<file path="src/include/indicator_pkg.sv">
// Constants and select codes for the status indicator controller
// Contract
// First select field is bits 15:12; code 0000 (reset) shows link speed continuously.
// Codes 0001, 0010, 0011 show transmit, receive, collision events, stretched.
// Code 0100 shows link status, 0101 duplex status, continuously, unstretched.
// Code 0111 shows receive or transmit activity, stretched.
// Test codes: 1000 on, 1001 off, 1010 fast blink, 1011 slow blink.
// Code 1100 shows link and receive combined, always stretched.
// Code 1101 shows duplex and collision combined, always stretched.
// Link/receive display is solid on with link; receive events make it blink (the code also blinks it on transmit events, via the activity slot).
// Receive activity blinks the link/receive display even with link down.
// Duplex/collision display is solid on in full duplex; collisions make it blink.
// Combined displays stay stretched whatever the global stretch enable says.
// Second select field is bits 11:8, same codes, reset 0100 (link).
// Third select field is bits 7:4, same codes, reset 0010 (receive).
// Bits 3:2 pick stretch 30 ms (00, reset), 60 ms (01), 100 ms (10).
// Bit 1 enables stretching of all indicators when set; resets to one.
// Codes 0110 and 1111 hold the indicator off; stretch counts come from core clock.
package indicator_pkg;

  // Management register port
  localparam int REG_ADDR_W = 5;
  localparam logic [4:0] CFG_ADDR = 5'h14;
  localparam logic [15:0] CFG_RESET = 16'h0422;
  localparam logic [15:0] CFG_WRITE_MASK = 16'hfffe;

  // Values after reset of the indicator, read data and blink registers
  localparam logic [2:0] LED_RESET = 3'h0;
  localparam logic [15:0] RDATA_RESET = 16'h0000;
  localparam int BLINK_RESET = 0;

  // Field positions inside the configuration register
  localparam int SEL1_LSB = 12;
  localparam int SEL2_LSB = 8;
  localparam int SEL3_LSB = 4;
  localparam int STRETCH_TIME_LSB = 2;
  localparam int STRETCH_EN_BIT = 1;
  localparam int SEL_W = 4;

  // Indicator source codes
  typedef enum logic [3:0] {
    SEL_SPEED    = 4'h0,
    SEL_TX       = 4'h1,
    SEL_RX       = 4'h2,
    SEL_COL      = 4'h3,
    SEL_LINK     = 4'h4,
    SEL_DUPLEX   = 4'h5,
    SEL_UNUSED_A = 4'h6,
    SEL_ACTIVITY = 4'h7,
    SEL_TEST_ON  = 4'h8,
    SEL_TEST_OFF = 4'h9,
    SEL_FAST     = 4'ha,
    SEL_SLOW     = 4'hb,
    SEL_LINK_RX  = 4'hc,
    SEL_DUP_COL  = 4'hd,
    SEL_UNUSED_B = 4'he,
    SEL_UNUSED_C = 4'hf
  } sel_t;

  // Stretch time codes
  localparam logic [1:0] STRETCH_CODE_30 = 2'h0;
  localparam logic [1:0] STRETCH_CODE_60 = 2'h1;
  localparam logic [1:0] STRETCH_CODE_100 = 2'h2;

  // Timing, in milliseconds and in core clock cycles
  localparam int CLK_HZ = 100000000;
  localparam int CYC_PER_MS = CLK_HZ / 1000;
  localparam int STRETCH_30_MS = 30;
  localparam int STRETCH_60_MS = 60;
  localparam int STRETCH_100_MS = 100;
  localparam int STRETCH_30_CYC = STRETCH_30_MS * CYC_PER_MS;
  localparam int STRETCH_60_CYC = STRETCH_60_MS * CYC_PER_MS;
  localparam int STRETCH_100_CYC = STRETCH_100_MS * CYC_PER_MS;

  // Blink divider taps on a free-running counter
  localparam int BLINK_W = 26;
  localparam int FAST_BLINK_BIT = 22;
  localparam int SLOW_BLINK_BIT = 24;
  localparam int STRETCH_CNT_W = 24;

endpackage

</file>
<file path="src/hdl/event_stretcher.sv">
// Retriggerable pulse stretcher for one event source
`timescale 1ns/100ps
`default_nettype none
module event_stretcher #(
  parameter int CNT_W = 24
) (
  // Clock and reset
  input wire logic i_core_clk,
  input wire logic i_srst,
  // Event and length
  input wire logic i_event,
  input wire logic [CNT_W-1:0] i_load_cycles,
  // Stretched level
  output logic o_active
);

  typedef struct packed {
    logic [CNT_W-1:0] cnt;
    logic active;
  } str_state_t;

  str_state_t st_r;
  str_state_t st_nxt;

  // Each new event restarts the full stretch, so a busy line stays lit
  always_comb begin
    st_nxt = st_r;
    if (i_event) begin
      st_nxt.cnt = i_load_cycles;
    end else if (st_r.cnt != '0) begin
      st_nxt.cnt = st_r.cnt - CNT_W'(1);
    end
    st_nxt.active = (st_nxt.cnt != '0);
  end

  always_ff @(posedge i_core_clk) begin
    if (i_srst) begin
      st_r <= '0;
    end else begin
      st_r <= st_nxt;
    end
  end

  assign o_active = st_r.active;

endmodule
`default_nettype wire

</file>
<file path="src/hdl/indicator_led_control.sv">
// Three programmable status indicators with event stretching
`timescale 1ns/100ps
`default_nettype none
module indicator_led_control
  import indicator_pkg::*;
#(
  parameter int STRETCH_SHORT_CYC = indicator_pkg::STRETCH_30_CYC,
  parameter int STRETCH_MID_CYC = indicator_pkg::STRETCH_60_CYC,
  parameter int STRETCH_LONG_CYC = indicator_pkg::STRETCH_100_CYC,
  parameter int CNT_W = indicator_pkg::STRETCH_CNT_W,
  parameter int FAST_BIT = indicator_pkg::FAST_BLINK_BIT,
  parameter int SLOW_BIT = indicator_pkg::SLOW_BLINK_BIT
) (
  // Clock and reset
  input wire logic i_core_clk,
  input wire logic i_srst,
  // Management register port
  input wire logic [indicator_pkg::REG_ADDR_W-1:0] i_reg_addr,
  input wire logic i_reg_wr,
  input wire logic i_reg_rd,
  input wire logic [15:0] i_reg_wdata,
  output logic [15:0] o_reg_rdata,
  // Transceiver status levels
  input wire logic i_speed_100,
  input wire logic i_link_up,
  input wire logic i_full_duplex,
  // Transceiver event pulses
  input wire logic i_tx_event,
  input wire logic i_rx_event,
  input wire logic i_col_event,
  // Indicator drive, high lights the indicator
  output logic [2:0] o_led
);
  import indicator_pkg::*;

  // Stretcher slots; activity has its own so tx and rx bursts merge into one display
  localparam int NUM_EV = 4;
  localparam int EV_TX = 0;
  localparam int EV_RX = 1;
  localparam int EV_COL = 2;
  localparam int EV_ACT = 3;

  // All controller state but the stretch counters in one word, so reset and update stay in step
  typedef struct packed {
    logic [15:0] cfg;
    logic [2:0] led;
    logic [15:0] rdata;
    logic [BLINK_W-1:0] blink;
  } ctl_state_t;

  // State after reset: documented field defaults, dark indicators, blink phase zero
  localparam ctl_state_t CTL_RESET = '{
    cfg: CFG_RESET,
    led: LED_RESET,
    rdata: RDATA_RESET,
    blink: BLINK_W'(BLINK_RESET)
  };

  ctl_state_t st_r;
  ctl_state_t st_nxt;

  // Raw and stretched event vectors, indexed by the slots above
  logic [NUM_EV-1:0] ev_raw;
  logic [NUM_EV-1:0] ev_str;
  logic [CNT_W-1:0] load_cycles;
  logic stretch_en;

  // Stretch length from the time field; the reserved code falls back to the longest
  function automatic logic [CNT_W-1:0] stretch_len(input logic [1:0] code);
    logic [CNT_W-1:0] len;
    len = CNT_W'(STRETCH_LONG_CYC);
    unique case (code)
      STRETCH_CODE_30: len = CNT_W'(STRETCH_SHORT_CYC);
      STRETCH_CODE_60: len = CNT_W'(STRETCH_MID_CYC);
      STRETCH_CODE_100: len = CNT_W'(STRETCH_LONG_CYC);
      default: len = CNT_W'(STRETCH_LONG_CYC);
    endcase
    return len;
  endfunction

  // Address decode shared by the write and read paths
  function automatic logic cfg_hit(input logic [REG_ADDR_W-1:0] addr);
    return (addr == CFG_ADDR);
  endfunction

  // One four-bit select field out of the configuration word
  function automatic logic [SEL_W-1:0] sel_field(input logic [15:0] cfg, input int lsb);
    // The start is always one of the package field positions
    return cfg[lsb +: SEL_W];
  endfunction

  // Next configuration word for one cycle of the register port
  function automatic logic [15:0] next_cfg(
    input logic [15:0] cur,
    input logic wr,
    input logic [REG_ADDR_W-1:0] addr,
    input logic [15:0] wdata
  );
    logic [15:0] nxt;
    nxt = cur;
    // Reserved bit 0 is masked off, so it always reads back as zero
    if (wr && cfg_hit(addr)) begin
      nxt = wdata & CFG_WRITE_MASK;
    end
    return nxt;
  endfunction

  // Read data holds between strobes, so a slow master may take it late
  function automatic logic [15:0] next_rdata(
    input logic [15:0] cur,
    input logic rd,
    input logic [REG_ADDR_W-1:0] addr,
    input logic [15:0] cfg
  );
    logic [15:0] nxt;
    nxt = cur;
    // Unmapped addresses read as zero
    if (rd) begin
      nxt = cfg_hit(addr) ? cfg : 16'h0000;
    end
    return nxt;
  endfunction

  // Shown level for one indicator, used for all three select fields
  function automatic logic led_level(
    input logic [SEL_W-1:0] code,
    input logic str_en,
    input logic [NUM_EV-1:0] raw,
    input logic [NUM_EV-1:0] str,
    input logic fast,
    input logic slow,
    input logic speed,
    input logic link,
    input logic dup
  );
    logic lvl;
    logic [NUM_EV-1:0] ev;
    lvl = 1'b0;
    // Single-event displays follow the raw pulse when stretching is off
    ev = str_en ? str : raw;
    unique case (sel_t'(code))
      SEL_SPEED: lvl = speed;
      SEL_TX: lvl = ev[EV_TX];
      SEL_RX: lvl = ev[EV_RX];
      SEL_COL: lvl = ev[EV_COL];
      SEL_LINK: lvl = link;
      SEL_DUPLEX: lvl = dup;
      SEL_ACTIVITY: lvl = ev[EV_ACT];
      SEL_TEST_ON: lvl = 1'b1;
      SEL_TEST_OFF: lvl = 1'b0;
      SEL_FAST: lvl = fast;
      SEL_SLOW: lvl = slow;
      // Combined displays read the stretched events unconditionally
      SEL_LINK_RX: lvl = str[EV_ACT] ? fast : link;
      SEL_DUP_COL: lvl = str[EV_COL] ? fast : dup;
      // Unused codes stay dark rather than show a stray source
      SEL_UNUSED_A, SEL_UNUSED_B, SEL_UNUSED_C: lvl = 1'b0;
    endcase
    return lvl;
  endfunction

  // Event sources; activity merges both data directions
  assign ev_raw[EV_TX] = i_tx_event;
  assign ev_raw[EV_RX] = i_rx_event;
  assign ev_raw[EV_COL] = i_col_event;
  assign ev_raw[EV_ACT] = i_tx_event | i_rx_event;

  // A changed length applies from the next event; a running stretch keeps its count
  assign stretch_en = st_r.cfg[STRETCH_EN_BIT];
  assign load_cycles = stretch_len(st_r.cfg[STRETCH_TIME_LSB +: 2]);

  // One stretcher per source, counted on the core clock
  for (genvar g = 0; g < NUM_EV; g++) begin : g_str
    event_stretcher #(
      .CNT_W(CNT_W)
    ) u_event_stretcher (
      .i_core_clk(i_core_clk),
      .i_srst(i_srst),
      .i_event(ev_raw[g]),
      .i_load_cycles(load_cycles),
      .o_active(ev_str[g])
    );
  end

  // Register access, blink divider and indicator decode
  always_comb begin
    logic [SEL_W-1:0] sel1;
    logic [SEL_W-1:0] sel2;
    logic [SEL_W-1:0] sel3;
    logic fast;
    logic slow;
    // Select fields and blink phases for this cycle
    sel1 = sel_field(st_r.cfg, SEL1_LSB);
    sel2 = sel_field(st_r.cfg, SEL2_LSB);
    sel3 = sel_field(st_r.cfg, SEL3_LSB);
    fast = st_r.blink[FAST_BIT];
    slow = st_r.blink[SLOW_BIT];
    st_nxt = st_r;
    // One free-running divider feeds every blink, so all indicators blink in phase
    st_nxt.blink = st_r.blink + BLINK_W'(1);
    // A read in the same cycle as a write returns the word held before the write
    st_nxt.cfg = next_cfg(st_r.cfg, i_reg_wr, i_reg_addr, i_reg_wdata);
    st_nxt.rdata = next_rdata(st_r.rdata, i_reg_rd, i_reg_addr, st_r.cfg);
    // Each indicator decodes its own field; registering the result keeps the drive glitch free
    st_nxt.led[0] = led_level(sel1, stretch_en, ev_raw, ev_str, fast, slow,
                              i_speed_100, i_link_up, i_full_duplex);
    st_nxt.led[1] = led_level(sel2, stretch_en, ev_raw, ev_str, fast, slow,
                              i_speed_100, i_link_up, i_full_duplex);
    st_nxt.led[2] = led_level(sel3, stretch_en, ev_raw, ev_str, fast, slow,
                              i_speed_100, i_link_up, i_full_duplex);
  end

  // Reset loads the documented field defaults
  always_ff @(posedge i_core_clk) begin
    if (i_srst) begin
      st_r <= CTL_RESET;
    end else begin
      st_r <= st_nxt;
    end
  end

  // Outputs come straight from the state registers
  assign o_led = st_r.led;
  assign o_reg_rdata = st_r.rdata;

endmodule
`default_nettype wire

</file>
<file path="config.mk">
export PLATFORM = sky130hd
export DESIGN_NAME = indicator_led_control
export DESIGN_NICKNAME = d
export VERILOG_FILES = /design/src/include/indicator_pkg.sv /design/src/hdl/event_stretcher.sv /design/src/hdl/indicator_led_control.sv
export SDC_FILE = /design/constraint.sdc
export NUM_CORES = 1
export LEC_CHECK = 0
export BUFFER_PORTS_ARGS = -buffer_cell sky130_fd_sc_hd__buf_4
export CAP_MARGIN = 15
export CORE_MARGIN = 2
export CORE_UTILIZATION = 55
export DETAILED_ROUTE_END_ITERATION = 6
export GPL_TIMING_DRIVEN = 0
export PLACE_DENSITY = 0.72
export SLEW_MARGIN = 0
export SYNTH_ARGS = -nofsm -noshare
export SYNTH_HDL_FRONTEND = slang
export SYNTH_SLANG_ARGS = --single-unit
</file>
<file path="constraint.sdc">
create_clock -name i_core_clk -period 3.5 [get_ports i_core_clk]
set_clock_uncertainty 0.05 [all_clocks]
set_input_delay 0.7 -clock i_core_clk [delete_from_list [all_inputs] [get_ports i_core_clk]]
set_output_delay 0.7 -clock i_core_clk [all_outputs]
set_load 0.01 [all_outputs]
</file>
# == Word level (Yosys, flattened, before mapping) ==
# Index checks and enable logic that the tools add are counted.
# Widths: inputs -> output; s select.
# totals
regBits,160
latchBits,0
ramBits,0
rom_bits,0
n_memories,0
# classes
addsub,5
multipliers,0
div_mod_pow,0
magnitude_cmp,0
n_eq_ne,47
shifts,0
muxes,16
n_bitwise,1
n_reduce_logical,16
# ops
operator,count
$mux 24,8
$reduce_bool 24->1,8
$eq 4x4->1 const B,24
$sub 24x1->24 const B,4
$eq 4x3->1 const B,12
$pmux 24 s2,1
$pmux 1 s13,3
$add 26x1->26 const B,1
$eq 4x2->1 const B,6
$mux 16,1
$eq 4x1->1 const B,3
$logic_not 4->1,3
$reduce_or 4->1,3
$eq 5x5->1 const B,1
$mux 4,1
$eq 2x1->1 const B,1
$logic_not 2->1,1
$mux 1,2
$logic_and 1x1->1,1
$or 1x1->1,1

# == Depth between registers and ports, before layout ==
# depth
ltp_word,4
ltp_mapped,11
depth_no_buf,9

# == Modules after synthesis ==
# Synthesis repeated with hierarchy kept, for this count alone.
# unflattened
cells_unflattened,1203
hier_area_um2,9504.1
# modules_own_cells
module,n_inst,cells_each,area_per_inst_um2,seq_area_each_um2
event_stretcher,4,213,1646.6,500.5
indicator_led_control,1,351,2917.8,1161.1

# == Least setup slack after synthesis ==
# Ideal clock, no wire load.
# synth_timing
kind,flip-flop to flip-flop
start,register g_str[1].u_event_stretcher.st_r[1] (netlist name)
end,register g_str[1].u_event_stretcher.st_r (netlist bit g_str[1].u_event_stretcher.o_active)
setup_time_ps,138
arrival_ps,2394
t_required_ps,3312
path_slack_ps,918
path_stages_with_launch,11
path_buffers,1
period_less_slack_ps,2582
path_cell_list,dfxtp_1 -> inv_1 -> ha_1 -> or3b_2 -> or4_4 -> nor2_4 -> buf_6 -> nor3_1 -> nor3_2 -> o2111a_1 -> a41oi_1
# synth_between
elab_chain_len,4
word_cells_on_any_way,5
cone_classes,1 x add/sub; 2 x mux; 2 x reduce/logical
# synth_rtl
element,line_no,source
"start, declared",event_stretcher.sv:22,str_state_t st_r;
"start signal, assigned",event_stretcher.sv:40,st_r <= st_nxt;
$sub 24x1->24 or $reduce_bool 24->1 (tied branches),"event_stretcher.sv:31, event_stretcher.sv:30",
$mux 24 *,event_stretcher.sv:30,end else if (st_r.cnt != '0) begin
$mux 24 *,event_stretcher.sv:28,if (i_event) begin
$reduce_bool 24->1 *,event_stretcher.sv:33,st_nxt.active = (st_nxt.cnt != '0);
# Mark *: on every way between the ends. The rest lies on a longest branch, timed or not.
# A chain may end at the register's enable or synchronous reset.

# == Worst setup path after layout ==
# layout_timing
start,register g_str[0].u_event_stretcher.st_r[20] (netlist name)
end,register g_str[0].u_event_stretcher.st_r (netlist bit g_str[0].u_event_stretcher.o_active)
# layout_between
elab_chain_len,4
word_cells_on_any_way,5
cone_classes,1 x add/sub; 2 x mux; 2 x reduce/logical
# layout_rtl
element,line_no
"start, declared",event_stretcher.sv:22
"start signal, assigned",event_stretcher.sv:40
$sub 24x1->24 or $reduce_bool 24->1 (tied branches),"event_stretcher.sv:31, event_stretcher.sv:30"
$mux 24 *,event_stretcher.sv:30
$mux 24 *,event_stretcher.sv:28
$reduce_bool 24->1 *,event_stretcher.sv:33
# Marks and branches as above.

==> impl_metrics.tcl <==
set metrics [dict create \
    status "finished, final reports clean" \
    period_minus_slack_ns 3.07 \
    wl_um 22000 \
    post_drt_wl_per_cell_um 16.5 \
    cts_resized 0 \
    finalMaxSlewViolations 0 \
    via_per_inst 5.98 \
    drc 0 \
    yosys_warnings 0 \
    multi_input_area_um2 4940 \
    die_width_um 129 \
    synth_edf_count 0 \
    regArea_um2 3160 \
    ant_nets 0 \
    worstMarginPinSlew_ns 0.863 \
    p_sw_frac 0.311 \
    grt_pass1_vias 7163 \
    synth_area_leaders "dfxtp_1 37%, nor2_1 6.2%, xor2_1 4.6%" \
    path_buf_inv 1 \
    min_period_over_period 0.876 \
    clkPwrFrac 0.409 \
    die_h_um 129 \
    ys_seq_elements 158 \
    synth_top_area_share 0.369 \
    holdBufCountCts 0 \
    arrival_ns 3.30 \
    seq_power_share 0.433 \
    final_cells 1331 \
    slowest_stage "nor4_1" \
    max_freq_mhz 326 \
    yosysSeqAreaShare 0.369 \
    hold_viol 0 \
    synth.avg_cell_area_um2 8.04 \
    cts_max_path_buffers 2 \
    power.density_nw_per_um2 469 \
    insertedDiodeCount 0 \
    rows 45 \
    syn_area_um2 8580 \
    vias 7953 \
    drtIter0Drc 916 \
    pin_count 50 \
    cts_setup_buffers 0 \
    holdWs_ns 0.409 \
    async_reset_ff_frac 0 \
    clk-insertion-delay-late_ns 0.44 \
    grtUsageMet3 0.0503 \
    globalRouteMet1Util 0.372 \
    ir_drop_uv 369 \
    cp_data_required_time_ns 3.73 \
    numCtsBuffers 17 \
    p_int_w 0.00315 \
    rsz0062_at_grt "no" \
    synthToLayoutAreaGrowth_pct 13.7 \
    ys_types 80 \
    grt_max_degree 20 \
    n_fill_cell 1382 \
    tns_ns 0 \
    crit_path_start_kind "register" \
    cts_root_buf "clkbuf_16" \
    end_kind "register" \
    synth-main-ff-cell "dfxtp_1" \
    finalPower_w 0.00457 \
    drt-pass1-iter-count 6 \
    antenna_found_initial 0 \
    io_buffer_count 44 \
    combPwrFrac 0.158 \
    crit_chain "nor4_1, and4_1, clkbuf_1, nand3_2, a211oi_1, o221ai_1, nor4b_1, a41oi_1" \
    synth_top_area_cell "dfxtp_1" \
    drive_gt1_frac 0.125 \
    core_um2 15200 \
    max_slew_margin 0.421 \
    start_util 0.564 \
    criticalPathCategory "register to register" \
    grt_overflow_total 0 \
    cts_tree "yes" \
    place_inst 1299 \
    setup_viol 0 \
    place_congestion 0.909 \
    grt_pass1_wl_um 35600 \
    cts_sinks 158 \
    dp_hpwl_um 15600 \
    ys_top_cells_by_count "158 x dfxtp_1, 142 x nor2_1, 90 x nand2_1, 73 x a21oi_1, 53 x clkbuf_1" \
    hp-class "register to register" \
    htree_levels 4 \
    p_leak_nw 3.67 \
    critical-path-max-stage-delay_ns 0.69 \
    syn_inst 1067 \
    nets 1170 \
    die_area_um2 16600 \
    maxCapViolCount 0 \
    cp_top_family "simple AND/OR/NAND/NOR gates" \
    cp_max_fo 9 \
    synth.net_count 1107 \
    path_clk_slew_ns 0.08 \
    grt_usage 0.268 \
    use_met2 0.417 \
    synth_most_common_cell "dfxtp_1" \
    top_usage_layer "met2" \
    p_sw_w 0.00142 \
]
## logic make-up after synthesis
kind of cell,Yosys count,synth area share
adders and majority gates,9,0.0131
other,1,0.000437
buffers and inverters,100,0.0551
AOI/OAI and AO/OA,215,0.161
muxes,12,0.0178
and+or+nand+nor,487,0.297
DFF,158,0.369
xor gates and xnor gates,85,0.0868
## cell usage in the layout (no fill, tap or decap), types with 5 or more instances in the layout
cell type and instances:
a211oi_1 27, a21boi_0 6, a21oi_1 73, a31oi_1 15, and2_1 6, and3_1 12
and4_1 5, buf_4 63, clkbuf_1 53, clkbuf_16 17, clkinv_8 5, dfxtp_1 158
ha_1 9, inv_1 19, inv_8 6, mux2_2 6, nand2_1 90, nand2b_1 11
nand3_1 27, nand3b_1 5, nand4_1 13, nor2_1 142, nor2b_1 23, nor3_1 40
nor4_1 38, o21a_1 7, o21ai_0 33, or2_2 10, or3_1 24, or4_1 7
xnor2_1 40, xor2_1 45
## per-stage QoR
step           instance area, um2  worst slack (ns)   util
6_report                     9750             0.433  0.642
5_1_grt                      9750             0.262  0.642
2_1_floorplan                8580             0.918      -
4_1_cts                      9750             0.509  0.642
3_5_place_dp                 9140             0.530  0.601
3_3_place_gp                 9140             0.531  0.601
## worst paths after layout
kind                                              end                           startpoint  depth (start not counted)  slack (ns)
setup / recovery  g_str[0].u_event_stretcher.o_active  g_str[0].u_event_stretcher.st_r[20]                          8        0.43
hold / removal                                st_r[0]                              st_r[0]                          1        0.41
setup reg to reg  g_str[0].u_event_stretcher.o_active  g_str[0].u_event_stretcher.st_r[20]                          8        0.43
hold reg to reg                               st_r[0]                              st_r[0]                          1        0.41
## final cells by class
class                      instances  share of cell area
buffer                            81              0.0412
clock buffer                      17              0.0436
clock inverter                    15              0.0189
inverter                          19             0.00731
multi-input combinational        809               0.507
sequential                       158               0.324
tap                              188              0.0241
timing repair buffer              44              0.0339
## state kept, by name, indices dropped and copies added (netlist names)
| signal | flops |
|---|---|
| g_str.u_event_stretcher.st_r | 96 |
| st_r | 40 |
| o_reg_rdata | 15 |
| g_str.u_event_stretcher.o_active | 4 |
| o_led | 3 |
## power by group through the flow
stage | combinational (W) | clock, W | sequential [W]
finish | 0.000723 | 0.00187 | 0.00198
global route | 0.000799 | 0.00198 | 0.00199
CTS | 0.000712 | 0.00190 | 0.00198
detailed placement | 0.000706 | 0 | 0.00202
global placement | 0.000701 | 0 | 0.00202
floorplan | 0.000544 | 0 | 0.00200
## per-layer routing
metal  routed length [um]  part of all wire
met1                10200              0.47
met2                 9840              0.45
met3                 1360             0.062
met4                  535             0.024
met5                    0                 0
No activity file was read; power rests on OpenSTA's default activity.
